File: config.mk
export PLATFORM = sky130hd
export DESIGN_NAME = acc_ctrl
export DESIGN_NICKNAME = d
export VERILOG_FILES = /design/src/design/acc_pkg.sv /design/src/design/acc_ctrl.sv /design/src/design/acc_timer.sv
export SDC_FILE = /design/constraint.sdc
export NUM_CORES = 1
export LEC_CHECK = 0
export BUFFER_PORTS_ARGS = -buffer_cell sky130_fd_sc_hd__buf_2
export CORE_MARGIN = 10
export CORE_UTILIZATION = 49
export DETAILED_ROUTE_END_ITERATION = 6
export PLACE_DENSITY = 0.77
export SYNTH_ARGS = -nofsm -noshare
export SYNTH_HDL_FRONTEND = slang
export SYNTH_HIERARCHICAL = 1
export SYNTH_SLANG_ARGS = --single-unit
File: constraint.sdc
create_clock -name clk_sys -period 4.15 [get_ports clk_sys]
set_input_delay 0.415 -clock clk_sys [delete_from_list [all_inputs] [get_ports clk_sys]]
set_output_delay 0.415 -clock clk_sys [all_outputs]
set_load 0.01 [all_outputs]
File: src/design/acc_pkg.sv
// Behaviour
// RULE1: Writing the start bit of the analog_control_register launches a conversion.
// RULE2: A start command is taken at any time, idle or busy.
// RULE3: Start during a running conversion aborts it and launches a fresh one.
// RULE4: Setting changes take effect only at the next start command.
// RULE5: An analog_control_register enable bit powers the converter down or up.
// RULE6: Two sampling rates, 10 kHz and 16 kHz, are selectable.
// RULE7: Software picks the rate through the analog_control_register rate bit.
// RULE8: The sample_pacing_timer paces every sampling period of the converter.
// RULE9: Conversion phase finishes within 2 microseconds of its start.
// RULE10: Each sampling period auto-zeroes the converter before converting.
// RULE11: Result is resolved as upper four bits first, then lower four bits.
// RULE12: Last completed 8-bit result is held until the next one completes.
// RULE13: While disabled, start commands are ignored and nothing is sampled.
package acc_pkg;

  // ********************************************************************
  // Clock and timing
  // ********************************************************************
  localparam int CLK_HZ       = 50_000_000;
  localparam int CLK_MHZ      = CLK_HZ / 1_000_000;
  // Nominal crystal_clock for which the two rates are specified
  localparam int CRYSTAL_HZ   = 20_480_000;
  localparam int RATE_LO_HZ   = 10_000;
  localparam int RATE_HI_HZ   = 16_000;
  localparam int PERIOD_LO_CYC = CLK_HZ / RATE_LO_HZ;
  localparam int PERIOD_HI_CYC = CLK_HZ / RATE_HI_HZ;
  localparam int PERIOD_W     = 13;

  // Auto-zero is a least time: round up
  localparam int AZ_NS        = 500;
  localparam int AZ_CYC       = (AZ_NS * CLK_MHZ + 999) / 1000;
  // Conversion is a longest time, split over two half-flash steps
  localparam int CONV_MAX_NS  = 2000;
  localparam int HALF_NS      = 900;
  localparam int HALF_CYC     = (HALF_NS * CLK_MHZ) / 1000;
  localparam int CNT_W        = 7;
  localparam logic [CNT_W-1:0] AZ_LAST   = CNT_W'(AZ_CYC - 1);
  localparam logic [CNT_W-1:0] HALF_LAST = CNT_W'(HALF_CYC - 1);

  // ********************************************************************
  // Reset values
  // ********************************************************************
  localparam logic [7:0] RESULT_RST = 8'h00;
  localparam logic [3:0] NIBBLE_RST = 4'h0;

  typedef enum logic [1:0] {
    ACC_IDLE,
    ACC_ZERO,
    ACC_MSB,
    ACC_LSB
  } acc_state_t;

endpackage

File: src/design/acc_ctrl.sv
`timescale 1ns/100ps
module acc_ctrl
#(
  parameter int PERIOD_LO_CYC = acc_pkg::PERIOD_LO_CYC,
  parameter int PERIOD_HI_CYC = acc_pkg::PERIOD_HI_CYC
)
(
  input  wire logic       clk_sys,
  input  wire logic       rst,
  input  wire logic       acr_start,
  input  wire logic       acr_enable,
  input  wire logic       acr_rate_hi,
  input  wire logic [3:0] flash_nibble,
  output logic            autozero_q,
  output logic            sample_q,
  output logic            ladder_lsb_q,
  output logic            busy_q,
  output logic            done_q,
  output logic [7:0]      result_q
);

  // ********************************************************************
  // State
  // ********************************************************************
  acc_pkg::acc_state_t          state_q;
  acc_pkg::acc_state_t          state_d;
  logic [acc_pkg::CNT_W-1:0]    cnt_q;
  logic [acc_pkg::CNT_W-1:0]    cnt_d;
  logic                         running_q;
  logic                         running_d;
  logic                         rate_hi_q;
  logic                         rate_hi_d;
  logic [3:0]                   upper_q;
  logic [3:0]                   upper_d;
  logic [7:0]                   result_d;
  logic                         done_d;
  logic                         autozero_d;
  logic                         sample_d;
  logic                         ladder_lsb_d;
  logic                         busy_d;
  logic                         tick;
  logic                         start_ok;
  logic [acc_pkg::PERIOD_W-1:0] period;
  logic                         msb_end;
  logic                         lsb_end;

  // Disabled converter takes no start
  assign start_ok = acr_start && acr_enable; // RULE13

  // Rate comes from the copy latched at start, not the live bit
  assign period = rate_hi_q ? acc_pkg::PERIOD_W'(PERIOD_HI_CYC)
                            : acc_pkg::PERIOD_W'(PERIOD_LO_CYC); // RULE6

  // ********************************************************************
  // Sample pacing
  // ********************************************************************
  acc_timer u_sample_pacing_timer
  (
    .clk_sys (clk_sys),
    .rst     (rst),
    .run     (running_q),
    .restart (start_ok),
    .period  (period),
    .tick_q  (tick)
  ); // RULE8

  // ********************************************************************
  // Conversion sequencer
  // ********************************************************************
  always_comb
  begin
    state_d   = state_q;
    cnt_d     = cnt_q + acc_pkg::CNT_W'(1);
    running_d = running_q;
    rate_hi_d = rate_hi_q;
    if (!acr_enable)
    begin
      // Low power: drop state, count and run flag, keep last result and latched rate
      state_d   = acc_pkg::ACC_IDLE; // RULE5
      running_d = 1'b0; // RULE13
      cnt_d     = '0;
    end
    else if (start_ok)
    begin
      // Abort any conversion and restart from auto-zero
      state_d   = acc_pkg::ACC_ZERO; // RULE1 RULE2 RULE3
      cnt_d     = '0;
      running_d = 1'b1;
      rate_hi_d = acr_rate_hi; // RULE4 RULE7
    end
    else
    begin
      unique case (state_q)
        acc_pkg::ACC_IDLE:
        begin
          cnt_d = '0;
          // A tick during a conversion is dropped, not queued
          if (running_q && tick)
          begin
            state_d = acc_pkg::ACC_ZERO; // RULE8
          end
        end
        acc_pkg::ACC_ZERO:
        begin
          if (cnt_q == acc_pkg::AZ_LAST)
          begin
            state_d = acc_pkg::ACC_MSB; // RULE10
            cnt_d   = '0;
          end
        end
        acc_pkg::ACC_MSB:
        begin
          if (msb_end)
          begin
            state_d = acc_pkg::ACC_LSB;
            cnt_d   = '0;
          end
        end
        acc_pkg::ACC_LSB:
        begin
          if (lsb_end)
          begin
            state_d = acc_pkg::ACC_IDLE;
            cnt_d   = '0;
          end
        end
      endcase
    end
  end

  always_ff @(posedge clk_sys)
  begin
    if (rst)
    begin
      state_q   <= acc_pkg::ACC_IDLE;
      cnt_q     <= '0;
      running_q <= 1'b0;
      rate_hi_q <= 1'b0;
    end
    else
    begin
      state_q   <= state_d;
      cnt_q     <= cnt_d;
      running_q <= running_d;
      rate_hi_q <= rate_hi_d;
    end
  end

  // ********************************************************************
  // Result capture
  // ********************************************************************
  // A step cut short by disable or a new start never lands
  assign msb_end = acr_enable && !start_ok &&
                   (state_q == acc_pkg::ACC_MSB) &&
                   (cnt_q == acc_pkg::HALF_LAST);
  assign lsb_end = acr_enable && !start_ok &&
                   (state_q == acc_pkg::ACC_LSB) &&
                   (cnt_q == acc_pkg::HALF_LAST);

  always_comb
  begin
    upper_d  = upper_q;
    result_d = result_q;
    done_d   = 1'b0;
    if (msb_end)
    begin
      // Upper nibble waits here until the lower one completes the word
      upper_d = flash_nibble; // RULE11
    end
    if (lsb_end)
    begin
      // Two half steps of 900 ns stay inside 2 us
      result_d = {upper_q, flash_nibble}; // RULE9 RULE11 RULE12
      done_d   = 1'b1;
    end
  end

  always_ff @(posedge clk_sys)
  begin
    if (rst)
    begin
      upper_q  <= acc_pkg::NIBBLE_RST;
      result_q <= acc_pkg::RESULT_RST;
      done_q   <= 1'b0;
    end
    else
    begin
      upper_q  <= upper_d;
      result_q <= result_d;
      done_q   <= done_d;
    end
  end

  // ********************************************************************
  // Phase outputs
  // ********************************************************************
  // Decoded from the next state so each output is a plain flip-flop
  always_comb
  begin
    autozero_d   = (state_d == acc_pkg::ACC_ZERO); // RULE10
    sample_d     = (state_d == acc_pkg::ACC_MSB) ||
                   (state_d == acc_pkg::ACC_LSB);
    ladder_lsb_d = (state_d == acc_pkg::ACC_LSB); // RULE11
    busy_d       = (state_d != acc_pkg::ACC_IDLE);
  end

  always_ff @(posedge clk_sys)
  begin
    if (rst)
    begin
      autozero_q   <= 1'b0;
      sample_q     <= 1'b0;
      ladder_lsb_q <= 1'b0;
      busy_q       <= 1'b0;
    end
    else
    begin
      autozero_q   <= autozero_d;
      sample_q     <= sample_d;
      ladder_lsb_q <= ladder_lsb_d;
      busy_q       <= busy_d;
    end
  end

endmodule // acc_ctrl

File: src/design/acc_timer.sv
`timescale 1ns/100ps
module acc_timer
(
  input  wire logic                         clk_sys,
  input  wire logic                         rst,
  input  wire logic                         run,
  input  wire logic                         restart,
  input  wire logic [acc_pkg::PERIOD_W-1:0] period,
  output logic                              tick_q
);

  logic [acc_pkg::PERIOD_W-1:0] cnt_q;
  logic [acc_pkg::PERIOD_W-1:0] cnt_d;
  logic                         tick_d;

  // ********************************************************************
  // Period counter
  // ********************************************************************
  always_comb
  begin
    cnt_d  = cnt_q;
    tick_d = 1'b0;
    if (restart)
    begin
      // Start edge is cycle 0 of the first period, so it counts
      cnt_d = acc_pkg::PERIOD_W'(1);
    end
    else if (!run)
    begin
      cnt_d = '0;
    end
    else if (cnt_q == period - acc_pkg::PERIOD_W'(1))
    begin
      cnt_d  = '0;
      tick_d = 1'b1;
    end
    else
    begin
      cnt_d = cnt_q + acc_pkg::PERIOD_W'(1);
    end
  end

  always_ff @(posedge clk_sys)
  begin
    if (rst)
    begin
      cnt_q  <= '0;
      tick_q <= 1'b0;
    end
    else
    begin
      cnt_q  <= cnt_d;
      tick_q <= tick_d;
    end
  end

endmodule // acc_timer

==> flow_summary.yaml <==
outcome:
  outcome: "complete, no violations"
worst_setup_path:
  cp_slowest_cell: "nor4_4"
  arrival_ns: 3.35
  path_depth: 9
  max_stage_delay_ns: 0.83
  cpLargestDelayFamily: "simple AND/OR/NAND/NOR gates"
  crit_path_start: "rate_hi_q"
  path_buf_inv: 2
  rr_worst_depth: 9
  endpoint: "u_sample_pacing_timer/cnt_q[11]"
  critical_path.max_fanout: 30
  r2r-start: "rate_hi_q"
  cp-start-kind: "flip-flop"
  crit_type: "reg2reg"
  rrSetupSlack_ns: 0.94
  cp.required_ns: 4.29
  path_cells: "buf_4, inv_1, ha_1, nor3b_1, nand2_1, or4_1, a32o_1, nor4_4, nor2_1"
  end_kind: "flip-flop"
  r2r_end: "u_sample_pacing_timer/cnt_q[11]"
route:
  ant_nets: 0
  avgViaCountPerCell: 5.12
  route.met3.wl_um: 206
  routedLengthMet1_um: 1950
  vias: 1747
  wl_um: 4090
  wl_met2_um: 1890
  wl_per_cell_um: 12.0
  dr.first_iter.drc_count: 92
  first_pass_iters: 4
  topRoutingLayerUsed: "met4"
  drcViolationCount: 0
timing:
  rsz0062_at_grt: "false"
  slew-limit-headroom: 0.389
  final.setup.tns_ns: 0
  min_period_ns: 3.21
  min_period_over_period: 0.775
  tightest_slew_ns: 0.910
  setup_viol: 0
  max_freq_ghz: 0.311
  clock_skew_ns: 0.0101
  hold_viol: 0
  slew_violations: 0
clock_tree:
  clk_pin_slew_ns: 0.09
  cts_inserted_buffers: 5
  clock_latency_ns: 0.29
  cts.repair.resized: 0
  cts_tree: "done"
  cts.hold.buffers_added: 0
  clk_path_buf_depth: 2
  htreeDepth: 2
  postCtsSetupRepairBufs: 0
  cts_root_buf: "clkbuf_8"
  cts.sinks: 42
power_and_ir_drop:
  fin_total_pwr_mw: 0.794
  power.leakage_nw: 1.04
  p_sw_mw: 0.184
  pwr-share-comb: 0.069
  p_sw_frac: 0.231
  internal-power_mw: 0.610
  powerDensity_nw_per_um2: 310
  peakVddDrop_mv: 0.201
  p_clk_frac: 0.417
  p_seq_frac: 0.514
logic_synthesis:
  synth_edf_count: 0
  synthTopCellsByArea: "dfxtp_1 (37%), xnor2_1 (8.0%), mux2i_1 (6.1%)"
  synthDistinctLibCells: 54
  postSynthCellCount: 259
  ys_warn_count: 6
  yosysSeqAreaShare: 0.368
  synthArstFlopShare: 0
  avgSynthCellArea_um2: 8.83
  synthFlopType: "dfxtp_1"
  synth_area_um2: 2290
  synth_seq_cells: 42
  netlist.area_leader.share: 0.368
  synth_top_area_cell: "dfxtp_1"
final_layout:
  num_antenna_cells: 0
  mostFrequentLayoutCell: "dfxtp_1"
  areaGrowthSynthToFinish_pct: 12.1
  layout-drive-gt1-share: 0.201
  layout_common_cells: "dfxtp_1 (42), nor2_1 (29), nand2_1 (26)"
  fillers: 394
  fin_nets: 301
flow_run:
  cap_viol_max_count: 0
floorplan:
  dieArea_um2: 7800
  core_um2: 4440
  rows: 24
  fp.dieW_um: 88.3
  start_util: 0.515
  ioPinCount: 22
  die_h_um: 88.3
grt:
  grt_usage: 0.112
  grt_pass1_wl_um: 7210
  gr-total-overflow: 0
  grt_antenna_before_repair: 0
  grt_pass1_vias: 1647
  grt_max_degree: 31
place:
  hpwl_um: 3030
  portBuffers: 21
  gp_congestion: 0.813
min_path:
  hold_path.class: "in2reg"
sequential cells by signal, summed over array words and instances, names as in the netlist:
register / flops
upper_q: 4
result_q: 8
sample_q: 1
state_q: 2
u_sample_pacing_timer/tick_q: 1
cnt_q: 7
autozero_q: 1
running_q: 1
busy_q: 1
rate_hi_q: 1
done_q: 1
u_sample_pacing_timer/cnt_q: 13
ladder_lsb_q: 1
worst min-delay path, delay by kind of cell:
kind	cells	cell delay, ns
buf+inv	1	0.09
simple gates	1	0.07
mux	1	0.06
synth_stat cells (4+ instances only):
cell type / count
a21oi_1: 4
and3_1: 4
clkbuf_1: 5
dfxtp_1: 42
ha_1: 4
inv_1: 9
mux2i_1: 14
nand2_1: 26
nand3_1: 7
nor2_1: 29
nor2_2: 17
nor3_1: 4
xnor2_1: 21
xor2_1: 11
how the worst min path moves through the flow:
| stage | to | start | slack [ns] | cells past startpoint |
|---|---|---|---|---|
| 2_1_floorplan | cnt_q[0] | cnt_q[0] | 0.43 | 1 |
| 3_3_place_gp | cnt_q[0] | cnt_q[0] | 0.45 | 1 |
| 3_5_place_dp | cnt_q[0] | cnt_q[0] | 0.46 | 1 |
| 4_1_cts | result_q[1] | flash_nibble[1] | 0.37 | 3 |
| 5_1_grt | result_q[1] | flash_nibble[1] | 0.37 | 3 |
| 6_report | result_q[1] | flash_nibble[1] | 0.37 | 3 |
through the flow:
step / utilization / worst slack [ns] / hold slack (ns) / area [um2] / std cells
after floorplan: - / 0.789 / 0.435 / 2320 / 268
final: 0.577 / 0.936 / 0.370 / 2560 / 341
after CTS: 0.577 / 0.916 / 0.372 / 2560 / 341
after global routing: 0.577 / 0.652 / 0.373 / 2560 / 341
after detailed placement: 0.551 / 0.959 / 0.459 / 2450 / 333
after global placement: 0.551 / 0.998 / 0.452 / 2450 / 333
power groups by stage:
stage	Combinational [mW]	Sequential [mW]	Clock (mW)
5_1_grt	0.0628	0.408	0.359
2_1_floorplan	0.0379	0.420	0
6_report	0.0551	0.408	0.331
3_5_place_dp	0.0547	0.417	0
3_3_place_gp	0.0538	0.417	0
4_1_cts	0.0551	0.408	0.340
routing by layer:
metal,GRT usage,vias up
met1,0.138,771
met4,0.0396,0
li1,-,940
met3,0.0303,4
met5,0,-
met2,0.182,32
kinds of logic (layout without fill, tap and decap cells):
kind of cell / Yosys count / in the layout / share of synthesized area
buffers and inverters: 19 / 40 / 0.0405
XOR/XNOR: 32 / 32 / 0.123
AO/OA/AOI/OAI: 27 / 27 / 0.0946
other: 1 / 10 / 0.00164
multiplexers: 14 / 14 / 0.0613
AND/OR/NAND/NOR: 120 / 120 / 0.290
adder cells (fa/ha/maj): 4 / 4 / 0.0219
flip-flops: 42 / 42 / 0.368
layout make-up:
type                            instances  area (um2)  area share
Clock buffer                            5        68.8      0.0268
Clock inverter                          3        48.8      0.0190
Inverter                                9        33.8      0.0132
Multi-Input combinational cell        207        1390       0.541
Timing Repair Buffer                   23         120      0.0468
Sequential cell                        42         841       0.328
Tap cell                               52        65.1      0.0254
Note: power is estimated with default switching activity, not from simulation.
